$ cat src/cmp_pkg.sv
// Constants, register map and types of the comparator and DAC control block.
// Assumes an AHB-Lite slave with 32-bit data and one register per aligned word.
package cmp_pkg;
	// Register indices; a register's byte address is four times its index
	localparam logic [7:0] STATUS_CTRL_ADDR = 8'h2C;
	localparam logic [7:0] INPUT_SEL_ADDR   = 8'h2D;
	localparam logic [7:0] DAC_CTRL_ADDR    = 8'h2E;
	localparam logic [7:0] PIN_ALLOW_ADDR   = 8'h2F;
	localparam int         ADDR_BITS        = 8;
	// Field positions in status_ctrl
	localparam int COMP_ON_BIT    = 7;
	localparam int FLAG_BIT       = 5;
	localparam int IRQ_EN_BIT     = 4;
	localparam int STATUS_BIT     = 3;
	localparam int OUT_ALLOW_BIT  = 2;
	// Field positions and level width in dac_control, and the analog pin count
	localparam int DAC_ON_BIT     = 7;
	localparam int DAC_REF_BIT    = 6;
	localparam int DAC_LEVEL_BITS = 6;
	localparam int PIN_COUNT      = 3;
	// Reset values and synchroniser depth
	localparam logic [7:0] STATUS_CTRL_RESET = 8'h00;
	localparam logic [7:0] INPUT_SEL_RESET   = 8'h00;
	localparam logic [7:0] DAC_CTRL_RESET    = 8'h00;
	localparam logic [7:0] PIN_ALLOW_RESET   = 8'h00;
	localparam int         SYNC_STAGES       = 2;
	typedef enum logic [1:0]
	{
		SEL_EXT0,
		SEL_EXT1,
		SEL_RSVD,
		SEL_DAC
	} input_sel_t;
	typedef enum logic [1:0]
	{
		EDGE_FALL0,
		EDGE_RISE,
		EDGE_FALL1,
		EDGE_BOTH
	} edge_mode_t;
endpackage

$ cat src/edge_if.sv
// Carries the synchronised comparator result and edge events between modules.
// Assumes a single bus clock domain.
`timescale 1ns/1ps
interface edge_if;
	logic level;
	logic rise;
	logic fall;
	modport src (output level, output rise, output fall);
	modport dst (input level, input rise, input fall);
endinterface

$ cat src/cmp_edge_sync.sv
// Two-stage synchroniser and edge detector for the raw comparator output.
// Assumes the raw output is asynchronous to CLK_I.
`timescale 1ns/1ps
module cmp_edge_sync
	import cmp_pkg::*;
(
	input  wire logic clk_i,    // Bus clock
	input  wire logic arst_n_i, // Async reset, low
	input  wire logic enable_i, // Comparator on
	input  wire logic raw_i,    // Raw comparator output
	edge_if.src       ev        // Synchronised level and edges
);
	logic meta_reg;
	logic meta_next;
	logic sync_reg;
	logic sync_next;
	logic last_reg;
	logic last_next;

	always_comb
	begin
		meta_next = raw_i;
		sync_next = meta_reg;
		// Held at zero while off so a high input shows as a rise on enabling
		last_next = enable_i ? sync_reg : 1'b0;
	end

	always_ff @(posedge clk_i or negedge arst_n_i)
	begin
		if (!arst_n_i)
		begin
			meta_reg <= 1'b0;
			sync_reg <= 1'b0;
			last_reg <= 1'b0;
		end
		else
		begin
			meta_reg <= meta_next;
			sync_reg <= sync_next;
			last_reg <= last_next;
		end
	end

	assign ev.level = enable_i & last_reg;
	assign ev.rise  = enable_i & sync_reg & ~last_reg;
	assign ev.fall  = enable_i & ~sync_reg & last_reg;
endmodule

$ cat src/comparator_dac_control.sv
// AHB-Lite register slave and control logic of the comparator and DAC.
// Assumes an analog macro that drives the raw result and obeys the control outputs.
//
// Design decision made here: the AHB-Lite interface to the registers.
`timescale 1ns/1ps
module comparator_dac_control
	import cmp_pkg::*;
(
	input  wire logic                          CLK_I,          // Bus clock
	input  wire logic                          ARST_N_I,       // Async reset, low
	input  wire logic                          HSEL_I,         // Slave select
	input  wire logic [31:0]                   HADDR_I,        // Address
	input  wire logic [1:0]                    HTRANS_I,       // Transfer type
	input  wire logic                          HWRITE_I,       // Write
	input  wire logic [2:0]                    HSIZE_I,        // Size
	input  wire logic [31:0]                   HWDATA_I,       // Write data
	input  wire logic                          HREADY_I,       // Bus ready
	output logic      [31:0]                   HRDATA_O,       // Read data
	output logic                               HREADYOUT_O,    // Slave ready
	output logic                               HRESP_O,        // Response
	input  wire logic                          DEEP_STOP_I,    // Bus clock stopped
	input  wire logic                          RAW_CMP_I,      // Raw comparator output
	output logic                               COMP_ON_O,      // Comparator enable
	output logic      [1:0]                    POS_SEL_O,      // Positive input select
	output logic      [1:0]                    NEG_SEL_O,      // Negative input select
	output logic                               DAC_ON_O,       // DAC enable
	output logic                               DAC_REF_O,      // DAC reference select
	output logic      [cmp_pkg::DAC_LEVEL_BITS-1:0] DAC_LEVEL_O, // DAC level code
	output logic                               DAC_EXPORT_O,   // DAC output routed out
	output logic      [cmp_pkg::PIN_COUNT-1:0] PIN_ALLOW_O,    // Analog pin enables
	output logic                               OUT_PIN_O,      // Comparator pin data
	output logic                               OUT_PIN_OE_O,   // Comparator pin enable
	output logic                               IRQ_O,          // Interrupt request
	output logic                               WAKE_O          // Async wake request
);
	import cmp_pkg::*;

	logic [7:0]       status_reg;
	logic [7:0]       status_next;
	logic [7:0]       insel_reg;
	logic [7:0]       insel_next;
	logic [7:0]       dacc_reg;
	logic [7:0]       dacc_next;
	logic [PIN_COUNT-1:0] pins_reg;
	logic [PIN_COUNT-1:0] pins_next;
	logic             wr_pend_reg;
	logic             wr_pend_next;
	logic [ADDR_BITS-1:0] wr_addr_reg;
	logic [ADDR_BITS-1:0] wr_addr_next;
	logic [31:0]      rdata_reg;
	logic [31:0]      rdata_next;
	logic             wake_reg;
	logic             wake_next;
	logic             access;
	logic [ADDR_BITS-1:0] a_addr;
	logic             valid_edge;
	logic             comp_on;
	logic [1:0]       edge_mode;
	logic [7:0]       wbyte;
	logic [7:0]       status_read;
	logic             raw_edge;
	logic             raw_last_reg;

	edge_if ev();

	cmp_edge_sync u_sync
	(
		.clk_i    (CLK_I),
		.arst_n_i (ARST_N_I),
		.enable_i (comp_on),
		.raw_i    (RAW_CMP_I),
		.ev       (ev)
	);

	assign comp_on   = status_reg[COMP_ON_BIT];
	assign edge_mode = status_reg[1:0];
	assign access    = HSEL_I & HREADY_I & HTRANS_I[1];
	// Word index: one register per aligned 32-bit word
	assign a_addr    = HADDR_I[ADDR_BITS+1:2];
	assign wbyte     = HWDATA_I[7:0];

	always_comb
	begin
		case (edge_mode_t'(edge_mode))
			EDGE_FALL0: valid_edge = ev.fall;
			EDGE_FALL1: valid_edge = ev.fall;
			EDGE_RISE:  valid_edge = ev.rise;
			EDGE_BOTH:  valid_edge = ev.rise | ev.fall;
			default:    valid_edge = 1'b0;
		endcase
	end

	always_comb
	begin
		status_read = status_reg;
		status_read[STATUS_BIT] = ev.level;
	end

	// Registers sit in byte lane 0 of each word
	always_comb
	begin
		status_next  = status_reg;
		insel_next   = insel_reg;
		dacc_next    = dacc_reg;
		pins_next    = pins_reg;
		wr_pend_next = access & HWRITE_I;
		wr_addr_next = access ? a_addr : wr_addr_reg;
		rdata_next   = rdata_reg;
		if (wr_pend_reg)
		begin
			case (wr_addr_reg)
				STATUS_CTRL_ADDR:
				begin
					status_next[COMP_ON_BIT]   = wbyte[COMP_ON_BIT];
					status_next[6]             = wbyte[6];
					status_next[IRQ_EN_BIT]    = wbyte[IRQ_EN_BIT];
					status_next[OUT_ALLOW_BIT] = wbyte[OUT_ALLOW_BIT];
					status_next[1:0]           = wbyte[1:0];
					if (!wbyte[FLAG_BIT])
						status_next[FLAG_BIT] = 1'b0;
				end
				INPUT_SEL_ADDR:
					insel_next = {2'b00, wbyte[5:4], 2'b00, wbyte[1:0]};
				DAC_CTRL_ADDR:
					dacc_next = wbyte;
				PIN_ALLOW_ADDR:
					pins_next = wbyte[PIN_COUNT-1:0];
				default:
					status_next = status_next;
			endcase
		end
		// Hardware set wins over a clear in the same cycle
		if (comp_on & valid_edge)
			status_next[FLAG_BIT] = 1'b1;
		status_next[STATUS_BIT] = 1'b0;
		if (access & !HWRITE_I)
		begin
			case (a_addr)
				STATUS_CTRL_ADDR: rdata_next = {24'h000000, status_read};
				INPUT_SEL_ADDR:   rdata_next = {24'h000000, insel_reg};
				DAC_CTRL_ADDR:    rdata_next = {24'h000000, dacc_reg};
				PIN_ALLOW_ADDR:   rdata_next = {29'h00000000, pins_reg};
				default:          rdata_next = 32'h00000000;
			endcase
		end
	end

	always_ff @(posedge CLK_I or negedge ARST_N_I)
	begin
		if (!ARST_N_I)
		begin
			status_reg  <= STATUS_CTRL_RESET;
			insel_reg   <= INPUT_SEL_RESET;
			dacc_reg    <= DAC_CTRL_RESET;
			pins_reg    <= PIN_ALLOW_RESET[PIN_COUNT-1:0];
			wr_pend_reg <= 1'b0;
			wr_addr_reg <= 8'h00;
			rdata_reg   <= 32'h00000000;
		end
		else
		begin
			status_reg  <= status_next;
			insel_reg   <= insel_next;
			dacc_reg    <= dacc_next;
			pins_reg    <= pins_next;
			wr_pend_reg <= wr_pend_next;
			wr_addr_reg <= wr_addr_next;
			rdata_reg   <= rdata_next;
		end
	end

	// Deep stop wake path: runs on the raw output edge, no bus clock needed
	always_ff @(posedge CLK_I or negedge ARST_N_I)
	begin
		if (!ARST_N_I)
			raw_last_reg <= 1'b0;
		else
			raw_last_reg <= ev.level;
	end

	always_comb
	begin
		case (edge_mode_t'(edge_mode))
			EDGE_RISE: raw_edge = RAW_CMP_I & ~raw_last_reg;
			EDGE_BOTH: raw_edge = RAW_CMP_I ^ raw_last_reg;
			default:   raw_edge = ~RAW_CMP_I & raw_last_reg;
		endcase
		// Latched request drops on the first clock edge with DEEP_STOP_I low
		wake_next = wake_reg | raw_edge;
	end

	always_ff @(posedge CLK_I or negedge ARST_N_I)
	begin
		if (!ARST_N_I)
			wake_reg <= 1'b0;
		else
			wake_reg <= wake_next & DEEP_STOP_I;
	end

	// Combinational while stopped: the raw edge versus the last seen level
	assign WAKE_O = DEEP_STOP_I & comp_on & status_reg[IRQ_EN_BIT] & (raw_edge | wake_reg);

	assign HRDATA_O     = rdata_reg;
	assign HREADYOUT_O  = 1'b1;
	assign HRESP_O      = 1'b0;
	assign COMP_ON_O    = comp_on;
	assign POS_SEL_O    = insel_reg[5:4];
	assign NEG_SEL_O    = insel_reg[1:0];
	assign DAC_ON_O     = dacc_reg[DAC_ON_BIT];
	assign DAC_REF_O    = dacc_reg[DAC_REF_BIT];
	assign DAC_LEVEL_O  = dacc_reg[DAC_LEVEL_BITS-1:0];
	assign DAC_EXPORT_O = dacc_reg[DAC_ON_BIT];
	assign PIN_ALLOW_O  = pins_reg;
	assign OUT_PIN_O    = ev.level;
	assign OUT_PIN_OE_O = status_reg[OUT_ALLOW_BIT] & comp_on;
	assign IRQ_O        = status_reg[FLAG_BIT] & status_reg[IRQ_EN_BIT];
endmodule

$ cat config.mk
export PLATFORM = sky130hd
export DESIGN_NAME = comparator_dac_control
export DESIGN_NICKNAME = d
export VERILOG_FILES = /design/src/cmp_pkg.sv /design/src/edge_if.sv /design/src/cmp_edge_sync.sv /design/src/comparator_dac_control.sv
export SDC_FILE = /design/constraint.sdc
export NUM_CORES = 1
export LEC_CHECK = 0
export BUFFER_PORTS_ARGS = -buffer_cell sky130_fd_sc_hd__clkbuf_2
export CORE_MARGIN = 2
export CORE_UTILIZATION = 43
export CTS_CLUSTER_DIAMETER = 60
export DETAILED_ROUTE_END_ITERATION = 16
export PLACE_DENSITY = 0.8
export SLEW_MARGIN = 25
export SYNTH_ARGS = -nofsm -noshare
export SYNTH_HDL_FRONTEND = slang
export SYNTH_SLANG_ARGS = --single-unit
export TNS_END_PERCENT = 20
$ cat constraint.sdc
create_clock -name CLK_I -period 2.5 [get_ports CLK_I]
set_input_delay 0.5 -clock CLK_I [delete_from_list [all_inputs] [get_ports CLK_I]]
set_output_delay 0.5 -clock CLK_I [all_outputs]
set_load 0.02 [all_outputs]
== Word-level counts from Yosys, hierarchy flattened ==
Cells that the tools add are included.
Cells by class
  bitwise gates (word level): 25
  multiplexer cells: 9
  reduce and logical (&&, ||, !) cells: 10
  equality and inequality tests: 12
Operator list (count)
  8-bit by 6-bit == test with 1-bit output (second input constant): 8
  8-bit case mux with 4 select lines: 1
  1-bit bitwise AND: 18
  2-bit AND reduction: 4
  6-bit two-way mux: 1
  2-bit == test (second input constant): 2
  1-bit inverter: 4
  2-bit nonzero test: 2
  1-bit two-way mux: 3
  3-bit two-way mux: 1
  1-bit case mux with 3 select lines: 1
  3-bit AND reduction: 1
  2-bit by 1-bit == test with 1-bit output (second input constant): 1
  2-bit logical NOT: 1
  2-bit two-way mux: 1
  2-bit by 1-bit inequality test with 1-bit output (second input constant): 1
  1-bit OR: 2
  1-bit case mux with 2 select lines: 1
  2-bit OR reduction: 1
  1-bit logical NOT: 1
  1-bit bitwise XOR: 1
Word-level totals
  input bits: 76
  output and inout port bits: 55
  flip-flop bits (word level): 68
  word-level logic and storage cells: 69

== Depth between registers and ports, before layout ==
  depth after elaboration: 8
  mapped depth: 5
  mapped depth without buffers: 5

== Hierarchy ==
Synthesis repeated with hierarchy kept, for this count alone.
Second synthesis, totals
  cells, all modules: 169
  area total of the unflattened synthesis: 2185.8 sq um
By module, submodules not included
  comparator_dac_control: cells an instance 162, area an instance 2078.2 sq um, instances 1
  cmp_edge_sync: cells an instance 7, area an instance 107.6 sq um, instances 1

== Worst setup path before layout ==
Ideal clock, no wire load.
  path kind: input to output
  start point: input port RAW_CMP_I
  end point: output port WAKE_O
  setup slack: 0.594 ns
  data required time: 2.000 ns
  data arrival time: 1.406 ns
  stages on the path: 5
  cell sequence: inv_1 -> ha_1 -> nand2b_1 -> a41oi_1 -> and3_1
On the way
  longest elaborated chain between the ends: 5
  elaborated cells on any way between the ends: 7
  those cells by class: mux (1); bitwise (6)
Ends and longest elaborated chain
  start: declaration: RTL line comparator_dac_control.sv:22  | input wire logic RAW_CMP_I,
  1-bit inverter: RTL line comparator_dac_control.sv:186  | default: raw_edge = ~RAW_CMP_I & raw_last_reg;
  1-bit bitwise AND: RTL line comparator_dac_control.sv:186
  1-bit case mux with 2 select lines (*): RTL line comparator_dac_control.sv:183  | case (edge_mode_t'(edge_mode))
  1-bit OR (*): RTL line comparator_dac_control.sv:201  | assign WAKE_O = DEEP_STOP_I & comp_on & status_reg[IRQ_EN_BIT] & (raw_edge | wake_reg);
  1-bit bitwise AND (*): RTL line comparator_dac_control.sv:201
  end: declaration: RTL line comparator_dac_control.sv:34  | output logic WAKE_O
Mark *: on every way between the ends. The rest lies on a longest branch, timed or not.

== Worst setup path in the final report ==
  start point: register raw_last_reg
  end point: output port WAKE_O
On the way
  longest elaborated chain between the ends: 5
  elaborated cells on any way between the ends: 7
  those cells by class: mux (1); bitwise (6)
Ends and longest elaborated chain
  start: declaration: RTL line comparator_dac_control.sv:62  | logic raw_last_reg;
  start signal: assignment: RTL line comparator_dac_control.sv:178  | raw_last_reg <= ev.level;
  1-bit inverter: RTL line comparator_dac_control.sv:184  | EDGE_RISE: raw_edge = RAW_CMP_I & ~raw_last_reg;
  1-bit bitwise AND: RTL line comparator_dac_control.sv:184
  1-bit case mux with 2 select lines (*): RTL line comparator_dac_control.sv:183
  1-bit OR (*): RTL line comparator_dac_control.sv:201
  1-bit bitwise AND (*): RTL line comparator_dac_control.sv:201
Marked as above.

==> flow_metrics.tcl <==
set metrics [dict create \
    vias 1420 \
    insertion_delay_ns 0.30 \
    critPathRequiredTime_ns 2.00 \
    hold_viol_final 0 \
    fin_crit_sh 0.864 \
    max_clock_freq_mhz 463 \
    h-tree-depth 2 \
    r2r_slack_ns 0.68 \
    synth.distinct_cells 34 \
    async_flop_share 1.00 \
    r2r_end "insel_reg[5]" \
    antenna_found_initial 0 \
    setup_viol 0 \
    tns_ns 0 \
    status "finished, final reports clean" \
    io-pin-count 131 \
    fin_ws_ns 0.340 \
    grt_pass1_vias 1352 \
    core_area_um2 4790 \
    grt_max_degree 19 \
    cp_max_fo 2 \
    rows 25 \
    grt_usage 0.168 \
    maxCapViolCount 0 \
    syn_inst 173 \
    synth_seq_cells 44 \
    grt_overflow_total 0 \
    power_mw 1.37 \
    routabilityCongestion 0.806 \
    dp_slack_ns 0.348 \
    cts.sinks 44 \
    firstDrtPassIters 4 \
    initial_utilization 0.451 \
    drive_above_1_share 0.433 \
    vias_per_cell 4.77 \
    holdCritPathClass "input pin to asynchronous set/reset pin" \
    syn2layout_area_growth_pct 15.5 \
    crit_arrival_ns 1.66 \
    dp_hpwl_um 3260 \
    crit_type "flop to output port" \
    drt.antenna.violating_nets 0 \
    cts_buffers 5 \
    post_cts_resize_count 0 \
    netlist_area_um2 2160 \
    dieWidth_um 74.9 \
    nets 309 \
    die_h_um 74.9 \
    synth_edf_count 0 \
    r2r_cells 3 \
    drt-initial-drc-count 48 \
    start_kind "flop" \
    cts_setup_buffers 0 \
    grt_pass1_wl_um 6800 \
    routed_wl_um 4220 \
    clk_pin_slew_ns 0.08 \
    finClkSkew_ns 0.00748 \
    p_leak_nw 1.29 \
    crit_path_end_kind "output port" \
    drc 0 \
    r2r_start "wr_addr_reg[1]" \
    hold_buffers 0 \
    avgSynthCellArea_um2 12.5 \
    yosysSeqAreaShare 0.510 \
    rsz0062_at_grt "no" \
    drv_slew 0 \
    yosys_warnings 0 \
    max-clock-path-buffers 2 \
    io_buffers 52 \
    die_area_um2 5600 \
    cts_root_buf "clkbuf_8" \
    wl_per_cell_um 14.1 \
    peakVddDrop_mv 0.435 \
    fin_crit_ns 2.16 \
    power_density_nw_per_um2 547 \
    diodes 0 \
    cts_tree "built" \
    synth_ff_type "dfrtp_1" \
]
[cell type report]
type | instances | area, um^2
Inverter | 9 | 33.8
Fill cell | 409 | 2290
Clock inverter | 1 | 5.00
Multi-Input combinational cell | 114 | 901
Sequential cell | 44 | 1100
Tap cell | 67 | 83.8
Clock buffer | 6 | 72.6
Timing Repair Buffer | 57 | 298
[kinds of logic (layout without fill, tap and decap cells)]
| kind of cell | count (synthesis) | in the layout | share of synthesized area |
|---|---|---|---|
| multiplexers | 37 | 37 | 0.207 |
| buffers and inverters | 39 | 73 | 0.115 |
| AND/OR/NAND/NOR | 33 | 33 | 0.101 |
| adder cells (fa/ha/maj) | 2 | 2 | 0.0116 |
| other | 2 | 26 | 0.00348 |
| AO/OA/AOI/OAI | 16 | 16 | 0.0521 |
| flip-flops | 44 | 44 | 0.510 |
[worst max-delay path, cell delays in order (launching register included)]
cell,delay [ns]
dfrtp_1,0.38
ha_1,0.26
nand2b_1,0.14
a41oi_1,0.24
and3_1,0.18
clkbuf_2,0.16
[placed cells by master (no fill, tap or decap)]
| cell type | synthesis | layout |
|---|---|---|
| or3b_2 | 1 | 1 |
| o41ai_1 | 4 | 4 |
| clkbuf_1 | 3 | 1 |
| clkbuf_8 | 0 | 5 |
| and3_1 | 1 | 1 |
| a31oi_1 | 1 | 1 |
| mux2_4 | 4 | 4 |
| nor3_2 | 1 | 1 |
| and3b_1 | 1 | 1 |
| or3_1 | 1 | 1 |
| inv_1 | 9 | 9 |
| conb_1 | 2 | 26 |
| dfrtp_1 | 44 | 44 |
| nand4b_1 | 2 | 2 |
| nand3_1 | 2 | 2 |
| nand4bb_1 | 1 | 1 |
| o31ai_1 | 1 | 1 |
| ha_1 | 2 | 2 |
| a22oi_1 | 1 | 1 |
| nor4b_1 | 1 | 1 |
| nor2_1 | 3 | 3 |
| a41oi_1 | 1 | 1 |
| or4b_4 | 1 | 1 |
| mux2_2 | 26 | 26 |
| a2bb2oi_1 | 2 | 2 |
| nand2b_1 | 3 | 3 |
| nor3_4 | 1 | 1 |
| nand2_1 | 9 | 9 |
| buf_4 | 27 | 5 |
| mux2i_1 | 5 | 5 |
| o21ai_0 | 6 | 6 |
| mux4_2 | 2 | 2 |
| nor2b_1 | 1 | 1 |
| clkbuf_2 | 0 | 52 |
| clkinv_2 | 0 | 1 |
| or3_4 | 1 | 1 |
| and2_1 | 3 | 3 |
[stage by stage]
step | util | std cells | area, um^2 | hold WS [ns]
after floorplan | - | 197 | 2250 | 0.204
after global placement | 0.505 | 291 | 2420 | 0.338
after detailed placement | 0.505 | 291 | 2420 | 0.341
after CTS | 0.521 | 298 | 2490 | 0.119
after global routing | 0.521 | 298 | 2490 | 0.131
final | 0.521 | 298 | 2490 | 0.112
[synthesized netlist by cell type (all sizes together), types with 2 or more instances]
| cell type | count | share of area |
|---|---|---|
| clkbuf | 3 | 0.0052 |
| and2 | 3 | 0.0087 |
| conb | 2 | 0.0035 |
| o21ai | 6 | 0.014 |
| mux2 | 30 | 0.16 |
| nand2 | 9 | 0.016 |
| nor3 | 2 | 0.012 |
| nand2b | 3 | 0.0087 |
| a2bb2oi | 2 | 0.0081 |
| nor2 | 3 | 0.0052 |
| buf | 27 | 0.094 |
| o41ai | 4 | 0.016 |
| nand4b | 2 | 0.0081 |
| nand3 | 2 | 0.0046 |
| mux2i | 5 | 0.023 |
| mux4 | 2 | 0.021 |
| or3 | 2 | 0.0081 |
| dfrtp | 44 | 0.51 |
| inv | 9 | 0.016 |
| ha | 2 | 0.012 |
[worst max-delay path by stage]
stage	end	slack, ns	cells after the start	from
floorplan	WAKE_O	0.59	5	RAW_CMP_I
global placement	WAKE_O	0.36	7	RAW_CMP_I
detailed placement	WAKE_O	0.35	7	RAW_CMP_I
CTS	WAKE_O	0.32	5	raw_last_reg
global route	WAKE_O	0.26	5	raw_last_reg
finish	WAKE_O	0.34	5	raw_last_reg
[report_power, final]
group / internal, mW / switching, mW
logic: 0.0683 / 0.104
registers: 0.749 / 0.0296
clock network: 0.190 / 0.224
total: 1.01 / 0.358
[per-layer routing]
layer | share of wire | up-vias | global-route usage
met4 | 0.0076 | 0 | 0.0595
met3 | 0.087 | 4 | 0.0602
met2 | 0.47 | 59 | 0.253
met5 | 0 | - | 0
met1 | 0.44 | 687 | 0.227
li1 | - | 670 | -
No activity file was read; power rests on OpenSTA's default activity.
